==> src/hdl/rcc_regs.vh <==
// rcc_regs.vh: encodings, addresses and reset values of the rcc processor core
`ifndef RCC_REGS_VH
`define RCC_REGS_VH
// ----------------------------------------
// major opcodes, word bits [15:12]
// ----------------------------------------
`define OP_MISC 4'h0
`define OP_UNARY 4'h1
`define OP_ADD 4'h2
`define OP_ADC 4'h3
`define OP_SUB 4'h4
`define OP_SBC 4'h5
`define OP_AND 4'h6
`define OP_OR 4'h7
`define OP_EOR 4'h8
`define OP_MOV 4'h9
`define OP_SUBI 4'hA
`define OP_ANDI 4'hB
`define OP_ORI 4'hC
`define OP_LDI 4'hD
`define OP_IO 4'hE
`define OP_MEM 4'hF
// ----------------------------------------
// sub codes
// ----------------------------------------
`define MISC_RET 4'h1
`define MISC_RETI 4'h2
`define MISC_SEI 4'h3
`define MISC_CLI 4'h4
`define MEM_LD 3'h0
`define MEM_ST 3'h1
`define MEM_LDS 3'h2
`define MEM_STS 3'h3
`define MEM_BR 3'h4
`define MEM_RJMP 3'h5
`define MEM_JMP 3'h6
`define MEM_LPM 3'h7
`define MODE_PLAIN 2'h0
`define MODE_POSTINC 2'h1
`define MODE_PREDEC 2'h2
`define MODE_DISP 2'h3
`define UN_COM 4'h0
`define UN_NEG 4'h1
`define UN_INC 4'h2
`define UN_DEC 4'h3
`define UN_LSR 4'h4
`define UN_ROR 4'h5
`define UN_ASR 4'h6
`define UN_SWAP 4'h7
// ----------------------------------------
// data space map and core i/o locations
// ----------------------------------------
`define DS_IO_BASE 16'h0020
`define DS_SRAM_BASE 16'h0060
`define IO_STATUS 6'h3F
`define IO_STACK_HI 6'h3E
`define IO_STACK_LO 6'h3D
`define IO_IRQ_EN 6'h3B
`define STACK_RESET 16'h00FF
`define STATUS_I 3'h7
`define STATUS_C 3'h0
`define IRQ_N 8
`define PTR_Z 2'h2
`define PAIR_BASE 5'h1A
`endif

==> src/hdl/rcc_core.v <==
// rcc_core.v: 8-bit risc core with prefetch, stack and vectored interrupts
`timescale 1ns/100ps
`include "rcc_regs.vh"
// Notes on behaviour
// - next word fetched while current executes
// - separate program and data buses
// - 32 eight-bit registers, single-cycle access
// - read two, compute, write back, one cycle
// - three pointer pairs; z also reads program
// - register, immediate and single-operand alu ops
// - arithmetic updates status flags
// - one-word and two-word instructions decoded
// - call and interrupt push return address
// - stack pointer readable, writable in i/o
// - global enable in status gates interrupts
// - lower vector wins among pending sources
// - 64 i/o locations at 0x20 to 0x5F
// - five data addressing modes, linear map
// - entry clears global enable, reti sets
// - stack pointer minus two, plus two
// - registers at data addresses 0 to 31
module rcc_core (
	input wire ref_clk, // core clock, 100 MHz
	input wire rstn, // asynchronous reset, active low
	output reg [15:0] pm_addr, // program word address
	input wire [15:0] pm_rdata, // program word, one cycle later
	output reg [15:0] dm_addr, // data sram byte address
	output reg [7:0] dm_wdata, // data sram write byte
	output reg dm_we, // data sram write strobe
	output reg dm_re, // data sram read strobe
	input wire [7:0] dm_rdata, // data sram byte, one cycle later
	output reg [5:0] io_addr, // peripheral i/o location
	output reg [7:0] io_wdata, // peripheral write byte
	output reg io_we, // peripheral write strobe
	output reg io_re, // peripheral read strobe
	input wire [7:0] io_rdata, // peripheral byte, one cycle later
	input wire [7:0] irq_req, // interrupt requests, level
	output wire [7:0] irq_ack // one-hot entry pulse
);
	// ----------------------------------------
	// states and load sources
	// ----------------------------------------
	localparam [2:0] ST_START = 3'h0;
	localparam [2:0] ST_EXEC = 3'h1;
	localparam [2:0] ST_WORD2 = 3'h2;
	localparam [2:0] ST_LOAD = 3'h3;
	localparam [2:0] ST_PUSH_HI = 3'h4;
	localparam [2:0] ST_POP_HI = 3'h5;
	localparam [2:0] ST_POP_LO = 3'h6;
	localparam [2:0] ST_LPM = 3'h7;
	localparam [1:0] SRC_HOLD = 2'h0;
	localparam [1:0] SRC_IO = 2'h1;
	localparam [1:0] SRC_DM = 2'h2;
	// ----------------------------------------
	// reset release through two flops
	// ----------------------------------------
	reg rst_meta_q;
	reg rst_n_q;
	always @(posedge ref_clk or negedge rstn) begin
		if (!rstn) begin
			rst_meta_q <= 1'b0;
			rst_n_q <= 1'b0;
		end else begin
			rst_meta_q <= 1'b1;
			rst_n_q <= rst_meta_q;
		end
	end
	// ----------------------------------------
	// state and decode
	// ----------------------------------------
	reg [2:0] state_q, state_d; // sequencer
	reg [15:0] program_counter_q, program_counter_d; // address of word on pm_rdata
	reg [15:0] ir_q, ir_d; // held first word
	reg [7:0] status_q, status_d; // i t h s v n z c
	reg [15:0] stack_pointer_q, stack_pointer_d; // stack top
	reg [7:0] irq_en_q, irq_en_d; // per-source enables
	reg [7:0] tmp_q, tmp_d; // return address byte
	reg [1:0] ld_src_q, ld_src_d; // where load data comes from
	reg [7:0] ld_val_q, ld_val_d; // load data caught early
	reg [7:0] irq_ack_q, irq_ack_d; // entry pulse
	wire [15:0] inst = (state_q == ST_EXEC) ? pm_rdata : ir_q;
	wire [3:0] op = inst[15:12];
	wire [2:0] msub = inst[11:9];
	wire [1:0] mode = inst[1:0];
	wire imm_op = (op >= `OP_SUBI) && (op <= `OP_LDI);
	wire [7:0] kimm = {inst[11:8], inst[3:0]};
	wire [15:0] next_word = program_counter_q + 16'h0001;
	assign irq_ack = irq_ack_q;
	// ----------------------------------------
	// interrupt acceptance and priority
	// ----------------------------------------
	wire [7:0] irq_pend = irq_req & irq_en_q;
	wire irq_take = (state_q == ST_EXEC) && status_q[`STATUS_I] && (irq_pend != 8'h00);
	reg [2:0] irq_idx; // winning source
	integer i;
	always @* begin
		irq_idx = 3'h0;
		for (i = `IRQ_N - 1; i >= 0; i = i - 1) begin
			if (irq_pend[i]) begin
				irq_idx = i[2:0];
			end
		end
	end
	// ----------------------------------------
	// register file
	// ----------------------------------------
	wire [7:0] ra_data, rb_data;
	wire [15:0] ptr_data;
	reg mem_go, mem_wr, ptr_upd;
	reg [15:0] mem_ea, ptr_new;
	reg w8_en;
	reg [4:0] w8_addr;
	reg [7:0] w8_data;
	wire [4:0] ra_addr = imm_op ? {1'b1, inst[7:4]} : inst[8:4];
	wire [1:0] ptr_sel = (op == `OP_MEM && msub == `MEM_LPM) ? `PTR_Z : inst[3:2];
	rcc_regfile u_rf (
		.clk(ref_clk),
		.rst_n(rst_n_q),
		.ra_addr(ra_addr),
		.ra_data(ra_data),
		.rb_addr(mem_go ? mem_ea[4:0] : {inst[9], inst[3:0]}),
		.rb_data(rb_data),
		.ptr_sel(ptr_sel),
		.ptr_data(ptr_data),
		.w8_en(w8_en),
		.w8_addr(w8_addr),
		.w8_data(w8_data),
		.w16_en(ptr_upd),
		.w16_sel(ptr_sel),
		.w16_data(ptr_new)
	);
	// ----------------------------------------
	// alu
	// ----------------------------------------
	wire [7:0] a = ra_data;
	wire [7:0] b = imm_op ? kimm : rb_data;
	wire cin = status_q[`STATUS_C] & (op == `OP_ADC || op == `OP_SBC);
	wire [8:0] add9 = {1'b0, a} + {1'b0, b} + {8'h00, cin};
	wire [8:0] sub9 = {1'b0, a} - {1'b0, b} - {8'h00, cin};
	wire [4:0] addh = {1'b0, a[3:0]} + {1'b0, b[3:0]} + {4'h0, cin};
	wire [4:0] subh = {1'b0, a[3:0]} - {1'b0, b[3:0]} - {4'h0, cin};
	reg [7:0] alu_r;
	reg fc, fh, fv, alu_fu;
	always @* begin
		alu_r = b;
		alu_fu = 1'b1;
		fc = status_q[0];
		fh = status_q[5];
		fv = 1'b0;
		case (op)
			`OP_ADD, `OP_ADC: begin
				alu_r = add9[7:0];
				fc = add9[8];
				fh = addh[4];
				fv = (a[7] == b[7]) && (alu_r[7] != a[7]);
			end
			`OP_SUB, `OP_SBC, `OP_SUBI: begin
				alu_r = sub9[7:0];
				fc = sub9[8];
				fh = subh[4];
				fv = (a[7] != b[7]) && (alu_r[7] != a[7]);
			end
			`OP_AND, `OP_ANDI: alu_r = a & b;
			`OP_OR, `OP_ORI: alu_r = a | b;
			`OP_EOR: alu_r = a ^ b;
			`OP_UNARY: begin
				case (inst[3:0])
					`UN_COM: begin
						alu_r = ~a;
						fc = 1'b1;
					end
					`UN_NEG: begin
						alu_r = 8'h00 - a;
						fc = (alu_r != 8'h00);
						fv = (alu_r == 8'h80);
						fh = alu_r[3] | a[3];
					end
					`UN_INC: begin
						alu_r = a + 8'h01;
						fv = (alu_r == 8'h80);
					end
					`UN_DEC: begin
						alu_r = a - 8'h01;
						fv = (alu_r == 8'h7F);
					end
					`UN_LSR: begin
						alu_r = {1'b0, a[7:1]};
						fc = a[0];
						fv = a[0];
					end
					`UN_ROR: begin
						alu_r = {status_q[0], a[7:1]};
						fc = a[0];
						fv = status_q[0] ^ a[0];
					end
					`UN_ASR: begin
						alu_r = {a[7], a[7:1]};
						fc = a[0];
						fv = a[7] ^ a[0];
					end
					default: begin
						alu_r = {a[3:0], a[7:4]};
						alu_fu = 1'b0;
					end
				endcase
			end
			default: alu_fu = 1'b0; // moves leave flags alone
		endcase
	end
	wire [5:0] alu_flags = {fh, alu_r[7] ^ fv, fv, alu_r[7], alu_r == 8'h00, fc};
	// ----------------------------------------
	// data access address generation
	// ----------------------------------------
	always @* begin
		mem_go = 1'b0;
		mem_wr = 1'b0;
		mem_ea = ptr_data;
		ptr_new = ptr_data;
		ptr_upd = 1'b0;
		if (state_q == ST_EXEC && !irq_take) begin
			if (op == `OP_IO) begin
				mem_go = 1'b1;
				mem_wr = inst[11];
				mem_ea = {10'h000, inst[10:9], inst[3:0]} + `DS_IO_BASE;
			end else if (op == `OP_MEM && msub[2:1] == 2'b00 && mode != `MODE_DISP) begin
				mem_go = 1'b1;
				mem_wr = msub[0];
				ptr_upd = (mode != `MODE_PLAIN);
				if (mode == `MODE_PREDEC) begin
					ptr_new = ptr_data - 16'h0001;
					mem_ea = ptr_new;
				end else if (mode == `MODE_POSTINC) begin
					ptr_new = ptr_data + 16'h0001;
				end
			end
		end else if (state_q == ST_WORD2 && op == `OP_MEM && msub[2] == 1'b0) begin
			mem_go = 1'b1;
			mem_wr = msub[0];
			mem_ea = msub[1] ? pm_rdata : ptr_data + pm_rdata;
		end
	end
	wire [15:0] io_off = mem_ea - `DS_IO_BASE;
	reg [7:0] io_int_val;
	reg io_int;
	always @* begin
		io_int = 1'b1;
		case (io_off[5:0])
			`IO_STATUS: io_int_val = status_q;
			`IO_STACK_HI: io_int_val = stack_pointer_q[15:8];
			`IO_STACK_LO: io_int_val = stack_pointer_q[7:0];
			`IO_IRQ_EN: io_int_val = irq_en_q;
			default: begin
				io_int_val = 8'h00;
				io_int = 1'b0;
			end
		endcase
	end
	// ----------------------------------------
	// sequencer and memory requests
	// ----------------------------------------
	always @* begin
		state_d = state_q;
		program_counter_d = program_counter_q;
		ir_d = ir_q;
		status_d = status_q;
		stack_pointer_d = stack_pointer_q;
		irq_en_d = irq_en_q;
		tmp_d = tmp_q;
		ld_src_d = ld_src_q;
		ld_val_d = ld_val_q;
		irq_ack_d = 8'h00;
		w8_en = 1'b0;
		w8_addr = ra_addr;
		w8_data = alu_r;
		dm_addr = stack_pointer_q;
		dm_wdata = tmp_q;
		dm_we = 1'b0;
		dm_re = 1'b0;
		io_addr = io_off[5:0];
		io_wdata = ra_data;
		io_we = 1'b0;
		io_re = 1'b0;
		pm_addr = 16'h0000;
		case (state_q)
			ST_START: state_d = ST_EXEC;
			ST_EXEC: begin
				ir_d = pm_rdata;
				program_counter_d = next_word;
				if (irq_take) begin
					program_counter_d = {13'h0000, irq_idx} + 16'h0001;
					status_d[`STATUS_I] = 1'b0;
					irq_ack_d[irq_idx] = 1'b1;
					dm_we = 1'b1;
					dm_wdata = program_counter_q[7:0];
					tmp_d = program_counter_q[15:8];
					state_d = ST_PUSH_HI;
				end else begin
					case (op)
						`OP_MISC: begin
							if (inst[11:8] == `MISC_RET || inst[11:8] == `MISC_RETI) begin
								dm_re = 1'b1;
								dm_addr = stack_pointer_q + 16'h0001;
								state_d = ST_POP_HI;
							end else if (inst[11:8] == `MISC_SEI) begin
								status_d[`STATUS_I] = 1'b1;
							end else if (inst[11:8] == `MISC_CLI) begin
								status_d[`STATUS_I] = 1'b0;
							end
						end
						`OP_IO: state_d = ST_EXEC;
						`OP_MEM: begin
							case (msub)
								`MEM_BR: begin
									if (status_q[inst[2:0]] == inst[8]) begin
										program_counter_d = next_word + {{11{inst[7]}}, inst[7:3]};
									end
								end
								`MEM_RJMP: program_counter_d = next_word + {{7{inst[8]}}, inst[8:0]};
								`MEM_LPM: state_d = ST_LPM;
								default: begin
									if (msub[2:1] != 2'b00 || mode == `MODE_DISP) begin
										state_d = ST_WORD2;
									end
								end
							endcase
						end
						default: begin
							w8_en = 1'b1;
							if (alu_fu) begin
								status_d[5:0] = alu_flags;
							end
						end
					endcase
				end
			end
			ST_WORD2: begin
				program_counter_d = next_word;
				state_d = ST_EXEC;
				if (msub == `MEM_JMP) begin
					program_counter_d = pm_rdata;
					if (inst[0]) begin
						dm_we = 1'b1;
						dm_wdata = next_word[7:0];
						tmp_d = next_word[15:8];
						state_d = ST_PUSH_HI;
					end
				end
			end
			ST_LOAD: begin
				w8_en = 1'b1;
				w8_addr = ir_q[8:4];
				w8_data = (ld_src_q == SRC_IO) ? io_rdata : (ld_src_q == SRC_DM) ? dm_rdata : ld_val_q;
				state_d = ST_EXEC;
			end
			ST_PUSH_HI: begin
				dm_we = 1'b1;
				dm_addr = stack_pointer_q - 16'h0001;
				stack_pointer_d = stack_pointer_q - 16'h0002;
				state_d = ST_EXEC;
			end
			ST_POP_HI: begin
				tmp_d = dm_rdata;
				dm_re = 1'b1;
				dm_addr = stack_pointer_q + 16'h0002;
				state_d = ST_POP_LO;
			end
			ST_POP_LO: begin
				program_counter_d = {tmp_q, dm_rdata};
				stack_pointer_d = stack_pointer_q + 16'h0002;
				if (ir_q[11:8] == `MISC_RETI) begin
					status_d[`STATUS_I] = 1'b1;
				end
				state_d = ST_EXEC;
			end
			default: begin
				w8_en = 1'b1;
				w8_addr = ir_q[8:4];
				w8_data = ptr_data[0] ? pm_rdata[15:8] : pm_rdata[7:0];
				state_d = ST_EXEC;
			end
		endcase
		if (mem_go) begin
			if (!mem_wr) begin
				state_d = ST_LOAD;
			end
			ld_src_d = SRC_HOLD;
			if (mem_ea < `DS_IO_BASE) begin
				w8_en = mem_wr;
				w8_addr = mem_ea[4:0];
				w8_data = ra_data;
				ld_val_d = rb_data;
			end else if (mem_ea < `DS_SRAM_BASE && io_int) begin
				ld_val_d = io_int_val;
				if (mem_wr && io_off[5:0] == `IO_STATUS) begin
					status_d = ra_data;
				end
				if (mem_wr && io_off[5:0] == `IO_STACK_HI) begin
					stack_pointer_d[15:8] = ra_data;
				end
				if (mem_wr && io_off[5:0] == `IO_STACK_LO) begin
					stack_pointer_d[7:0] = ra_data;
				end
				if (mem_wr && io_off[5:0] == `IO_IRQ_EN) begin
					irq_en_d = ra_data;
				end
			end else if (mem_ea < `DS_SRAM_BASE) begin
				io_we = mem_wr;
				io_re = !mem_wr;
				ld_src_d = SRC_IO;
			end else begin
				dm_addr = mem_ea;
				dm_wdata = ra_data;
				dm_we = mem_wr;
				dm_re = !mem_wr;
				ld_src_d = SRC_DM;
			end
		end
		pm_addr = (state_q == ST_EXEC && !irq_take && op == `OP_MEM && msub == `MEM_LPM) ?
			{1'b0, ptr_data[15:1]} : program_counter_d;
	end
	// ----------------------------------------
	// state registers
	// ----------------------------------------
	always @(posedge ref_clk or negedge rst_n_q) begin
		if (!rst_n_q) begin
			state_q <= ST_START;
			program_counter_q <= 16'h0000;
			ir_q <= 16'h0000;
			status_q <= 8'h00;
			stack_pointer_q <= `STACK_RESET;
			irq_en_q <= 8'h00;
			tmp_q <= 8'h00;
			ld_src_q <= SRC_HOLD;
			ld_val_q <= 8'h00;
			irq_ack_q <= 8'h00;
		end else begin
			state_q <= state_d;
			program_counter_q <= program_counter_d;
			ir_q <= ir_d;
			status_q <= status_d;
			stack_pointer_q <= stack_pointer_d;
			irq_en_q <= irq_en_d;
			tmp_q <= tmp_d;
			ld_src_q <= ld_src_d;
			ld_val_q <= ld_val_d;
			irq_ack_q <= irq_ack_d;
		end
	end
endmodule

==> src/hdl/rcc_regfile.v <==
// rcc_regfile.v: 32 x 8 working registers with a pointer pair port
`timescale 1ns/100ps
`include "rcc_regs.vh"
module rcc_regfile (
	input wire clk, // core clock
	input wire rst_n, // synchronised reset, active low
	input wire [4:0] ra_addr, // operand a select
	output wire [7:0] ra_data, // operand a value
	input wire [4:0] rb_addr, // operand b select
	output wire [7:0] rb_data, // operand b value
	input wire [1:0] ptr_sel, // pointer pair select
	output wire [15:0] ptr_data, // pointer pair value
	input wire w8_en, // byte write strobe
	input wire [4:0] w8_addr, // byte write select
	input wire [7:0] w8_data, // byte write value
	input wire w16_en, // pair write strobe
	input wire [1:0] w16_sel, // pair write select
	input wire [15:0] w16_data // pair write value
);
	reg [7:0] rf_q [0:31]; // register array
	wire [4:0] rd_base = `PAIR_BASE + {2'b00, ptr_sel, 1'b0}; // low half of read pair
	wire [4:0] wr_base = `PAIR_BASE + {2'b00, w16_sel, 1'b0}; // low half of write pair
	// ----------------------------------------
	// asynchronous read ports
	// ----------------------------------------
	assign ra_data = rf_q[ra_addr];
	assign rb_data = rf_q[rb_addr];
	assign ptr_data = {rf_q[rd_base + 5'h01], rf_q[rd_base]};
	// ----------------------------------------
	// one write process per entry, pair port wins
	// ----------------------------------------
	genvar gi;
	generate
		for (gi = 0; gi < 32; gi = gi + 1) begin : g_reg
			localparam [4:0] IDX = gi;
			always @(posedge clk or negedge rst_n) begin
				if (!rst_n) begin
					rf_q[IDX] <= 8'h00;
				end else if (w16_en && wr_base == IDX) begin
					rf_q[IDX] <= w16_data[7:0];
				end else if (w16_en && wr_base + 5'h01 == IDX) begin
					rf_q[IDX] <= w16_data[15:8];
				end else if (w8_en && w8_addr == IDX) begin
					rf_q[IDX] <= w8_data;
				end
			end
		end
	endgenerate
endmodule

==> config.mk <==
export PLATFORM = sky130hd
export DESIGN_NAME = rcc_core
export DESIGN_NICKNAME = d
export VERILOG_FILES = /design/src/hdl/rcc_core.v /design/src/hdl/rcc_regfile.v
export VERILOG_INCLUDE_DIRS = /design/src /design/src/hdl
export SDC_FILE = /design/constraint.sdc
export NUM_CORES = 2
export LEC_CHECK = 0
export ABC_CLOCK_PERIOD_IN_PS = 10900
export BUFFER_PORTS_ARGS = -buffer_cell sky130_fd_sc_hd__buf_2
export CAP_MARGIN = 15
export CORE_MARGIN = 2
export CORE_UTILIZATION = 55
export CTS_CLUSTER_DIAMETER = 50
export DETAILED_ROUTE_END_ITERATION = 12
export PLACE_DENSITY = 0.8
export SETUP_SLACK_MARGIN = 0.2
export SLEW_MARGIN = 20
export SYNTH_ARGS = -nofsm -noshare
export SYNTH_HDL_FRONTEND = slang
export SYNTH_SLANG_ARGS = --single-unit
==> constraint.sdc <==
create_clock -name ref_clk -period 10.9 [get_ports ref_clk]
set_input_delay 0 -clock ref_clk [delete_from_list [all_inputs] [get_ports ref_clk]]
set_output_delay 0 -clock ref_clk [all_outputs]
set_load 0.005 [all_outputs]
==> impl_metrics.ini <==
[outcome]
run_status = completed

[routing]
postRouteAntennaNets = 0
firstDrtPassIters = 11
vias = 35500
number_of_design_rule_violations_left_after_detail_routing = 0
detailedRoute.firstIterationViolations = 5568
routed_length_per_instance_um = 33.3
routed_via_density = 7.40
totalWireLength_um = 160000

[sta]
max_slew_margin_pct = 10.9
fin_worst_skew_ns = 0.0504
hold_viol = 0
fin_setup_tns_ns = 0
grt_setup_unrepaired = no
worst_slew_pin_slew_ns = 1.33
maxSlewViolCount = 0
period_needed_ns = 10.25
finalSetupViolCount = 0
clock.fmax_ghz = 0.0976
final.period_utilization_pct = 94.0

[worst_setup_path]
cp_slowest_cell = sky130_fd_sc_hd__or3b_4
cp_max_fo = 29
critical_path.top_delay_family = compound AO/OA/AOI/OAI gates
worst-setup-path-type = register to register
crit_arrival_ns = 10.79
critical-path-max-stage-delay_ns = 0.58
category_of_the_worst_setup_path_launch_point = register
worst-endpoint-required_ns = 11.44
critical_path.most_common_cell = sky130_fd_sc_hd__ha_1
critical_path.n_buffers_inverters = 3
timing.critical_path.to_type = register

[place]
io_buffers = 107
postPlaceCellArea_mm2 = 0.0340
globalplace.congestion = 1.08
half_perimeter_wire_length_after_detailed_placement_um = 116000

[synth]
netlist_area_mm2 = 0.0324
synth_top_area_share_pct = 26.5
postSynth.topFlopCell = sky130_fd_sc_hd__dfrtp_1
yosysSeqAreaShare_pct = 27.2
synth_seq_cells = 351
synth.distinct_cells = 103
ys_async_sr_fraction_pct = 100
post_synth_inst_count = 3940
synthesis.area_per_instance_um2 = 8.22
synth-warning-count = 0
netlist_top_cells_area = sky130_fd_sc_hd__dfrtp_1 (27%), sky130_fd_sc_hd__mux2i_1 (9.2%), sky130_fd_sc_hd__nand2_1 (6.3%)
postSynthNetCount = 4078
count_of_flip_flops_with_a_built_in_enable_after_synthesis = 0
synth_largest_area_cell = sky130_fd_sc_hd__dfrtp_1

[clocking]
path_clk_slew_ns = 0.06
clock_root_buffer = sky130_fd_sc_hd__clkbuf_16
cts_made_buffers = 54
clkLatencyLatePin_ns = 0.67
htree_num_levels = 2
clk_path_buf_depth = 3
clock_sink_count = 351
post-cts-setup-buffer-count = 0
tritoncts = built

[final_layout]
syn_to_final_growth_pct = 11.6
drive_gt1_share_pct = 16.3
design.final.nets = 4122
multiInputGateArea_mm2 = 0.0221
regArea_mm2 = 0.00880
fillerInstances = 5218
final_area_mm2 = 0.0361

[flow_run]
max-cap-violations = 0

[floorplanning]
top_level_ports = 108
rows = 88
core_area_mm2 = 0.0579
die-height_um = 247
die-area_mm2 = 0.0608
floorplan.initialDensity_pct = 55.9
die_x_um = 247

[global_routing]
overflow = 0
grt_use_total_pct = 51.6
antenna_found_initial = 3
grt_first_pass_wirelength_um = 228000
via_count_of_the_first_global_routing_pass = 33100
grt_start_max_net_pins = 148

[hold_path]
hold_class = input port to register
[through the flow]
step | instances | setup slack, ns | utilization, % | hold WS [ns]
after floorplan | 3940 | 0.407 | - | -0.296
after global placement | 4673 | 0.722 | 58.7 | -0.214
after detailed placement | 4673 | 0.556 | 58.7 | -0.208
after CTS | 4793 | 0.551 | 62.2 | 0.0197
after global routing | 4795 | 0.235 | 62.4 | 0.0647
final | 4797 | 0.650 | 62.4 | 0.0460
[layout by cell type (no fill, tap or decap), types with 46 or more instances in the layout]
master / instances
sky130_fd_sc_hd__buf_4: 142
sky130_fd_sc_hd__dfrtp_1: 340
sky130_fd_sc_hd__a21oi_1: 244
sky130_fd_sc_hd__mux2i_1: 293
sky130_fd_sc_hd__buf_2: 107
sky130_fd_sc_hd__mux2_2: 168
sky130_fd_sc_hd__a31oi_1: 55
sky130_fd_sc_hd__a211oi_1: 108
sky130_fd_sc_hd__nand3_1: 122
sky130_fd_sc_hd__ha_1: 88
sky130_fd_sc_hd__nor2_1: 257
sky130_fd_sc_hd__nand2b_1: 46
sky130_fd_sc_hd__inv_1: 133
sky130_fd_sc_hd__o21ai_0: 209
sky130_fd_sc_hd__nand2_1: 543
sky130_fd_sc_hd__nor3_1: 62
sky130_fd_sc_hd__a22oi_1: 95
sky130_fd_sc_hd__clkbuf_16: 54
sky130_fd_sc_hd__xnor2_1: 89
[cell type report]
cell class | count | area share [%]
multi-input cells | 3163 | 61.2
flip-flops and latches | 351 | 24.4
clock inverters | 36 | 1.09
clock buffers | 65 | 4.02
inverters | 143 | 1.49
well taps | 765 | 2.65
diodes | 3 | 0.0208
repair buffers | 271 | 5.15
[registers in the layout, indices dropped and copies added (netlist names)]
| register | count |
|---|---|
| state_q | 3 |
| rst_n_q | 1 |
| ir_q | 16 |
| stack_pointer_q | 16 |
| rst_meta_q | 1 |
| ld_src_q | 2 |
| program_counter_q | 16 |
| irq_en_q | 8 |
| u_rf.rf_q | 256 |
| ld_val_q | 8 |
| tmp_q | 8 |
| status_q | 8 |
| irq_ack | 8 |
[worst min-delay path: cells and delay by family]
kind | cells | cell delay (ns)
AOI/OAI and AO/OA | 2 | 0.31
buffers and inverters | 1 | 0.15
and+or+nand+nor | 1 | 0.13
[routing by layer]
metal / GRT usage, % / vias up / wire, um
li1: - / 14800 / -
met1: 61.3 / 16900 / 55200
met2: 77.0 / 3014 / 67400
met3: 15.1 / 880 / 20500
met4: 42.4 / 4 / 16300
met5: 0.980 / - / 94
[logic make-up after synthesis]
group                      Yosys count  share of synthesized area (%)
and+or+nand+nor                   1279                           18.3
other                                1                         0.0116
xor gates and xnor gates           121                           3.27
adders and majority gates           96                           3.87
AOI/OAI and AO/OA                 1148                           24.0
buffers and inverters              426                           5.24
DFF                                351                           27.2
muxes                              518                           18.1
[timing repair]
item,in CTS,in global routing
hold buffers,19,0
endpoints found under the hold margin,19,0
resized for setup,0,12
setup endpoints to repair,0,92
[cell usage after synthesis, types with 12 or more instances]
| cell | instances |
|---|---|
| sky130_fd_sc_hd__nand2_1 | 544 |
| sky130_fd_sc_hd__dfrtp_1 | 343 |
| sky130_fd_sc_hd__mux2i_1 | 297 |
| sky130_fd_sc_hd__nor2_1 | 259 |
| sky130_fd_sc_hd__a21oi_1 | 249 |
| sky130_fd_sc_hd__o21ai_0 | 209 |
| sky130_fd_sc_hd__clkbuf_1 | 194 |
| sky130_fd_sc_hd__mux2_2 | 168 |
| sky130_fd_sc_hd__inv_1 | 133 |
| sky130_fd_sc_hd__nand3_1 | 122 |
| sky130_fd_sc_hd__a211oi_1 | 111 |
| sky130_fd_sc_hd__a22oi_1 | 96 |
| sky130_fd_sc_hd__xnor2_1 | 91 |
| sky130_fd_sc_hd__ha_1 | 89 |
| sky130_fd_sc_hd__nor3_1 | 69 |
| sky130_fd_sc_hd__a31oi_1 | 56 |
| sky130_fd_sc_hd__buf_2 | 47 |
| sky130_fd_sc_hd__nand2b_1 | 46 |
| sky130_fd_sc_hd__and3_1 | 43 |
| sky130_fd_sc_hd__o211ai_1 | 38 |
| sky130_fd_sc_hd__o22ai_1 | 35 |
| sky130_fd_sc_hd__buf_1 | 34 |
| sky130_fd_sc_hd__mux4_2 | 34 |
| sky130_fd_sc_hd__a21o_1 | 31 |
| sky130_fd_sc_hd__a311oi_1 | 31 |
| sky130_fd_sc_hd__nand4_1 | 30 |
| sky130_fd_sc_hd__xor2_1 | 30 |
| sky130_fd_sc_hd__and2_1 | 27 |
| sky130_fd_sc_hd__nor4_1 | 27 |
| sky130_fd_sc_hd__o221ai_1 | 27 |
| sky130_fd_sc_hd__a32oi_1 | 23 |
| sky130_fd_sc_hd__o21a_1 | 22 |
| sky130_fd_sc_hd__o31ai_1 | 19 |
| sky130_fd_sc_hd__or3_1 | 19 |
| sky130_fd_sc_hd__mux2_1 | 18 |
| sky130_fd_sc_hd__a221oi_1 | 17 |
| sky130_fd_sc_hd__nor2b_1 | 17 |
| sky130_fd_sc_hd__a22o_1 | 13 |
| sky130_fd_sc_hd__a211o_1 | 12 |
| sky130_fd_sc_hd__nand3b_1 | 12 |
| sky130_fd_sc_hd__or2_2 | 12 |
[path summary, 6_finish.rpt]
path / from / end / cells after the start / slack, ns
hold / removal: dm_rdata[7] / program_counter_q[7]$_DFF_PN0_ / 4 / 0.05
setup reg to reg: state_q[2]$_DFF_PN0_ / u_rf.rf_q[140]$_DFFE_PN0P_ / 33 / 0.65
hold reg to reg: rst_meta_q$_DFF_PN0_ / rst_n_q$_DFF_PN0_ / 0 / 0.38
setup / recovery: state_q[2]$_DFF_PN0_ / u_rf.rf_q[140]$_DFFE_PN0P_ / 33 / 0.65
min in group asynchronous: rstn / rst_meta_q$_DFF_PN0_ / 3 / 0.22
max in group asynchronous: rst_n_q$_DFF_PN0_ / stack_pointer_q[5]$_DFF_PN1_ / 3 / 8.42
Power is not shown: default switching activity piles up to over one toggle a cycle in this logic, so the estimate is an artifact.
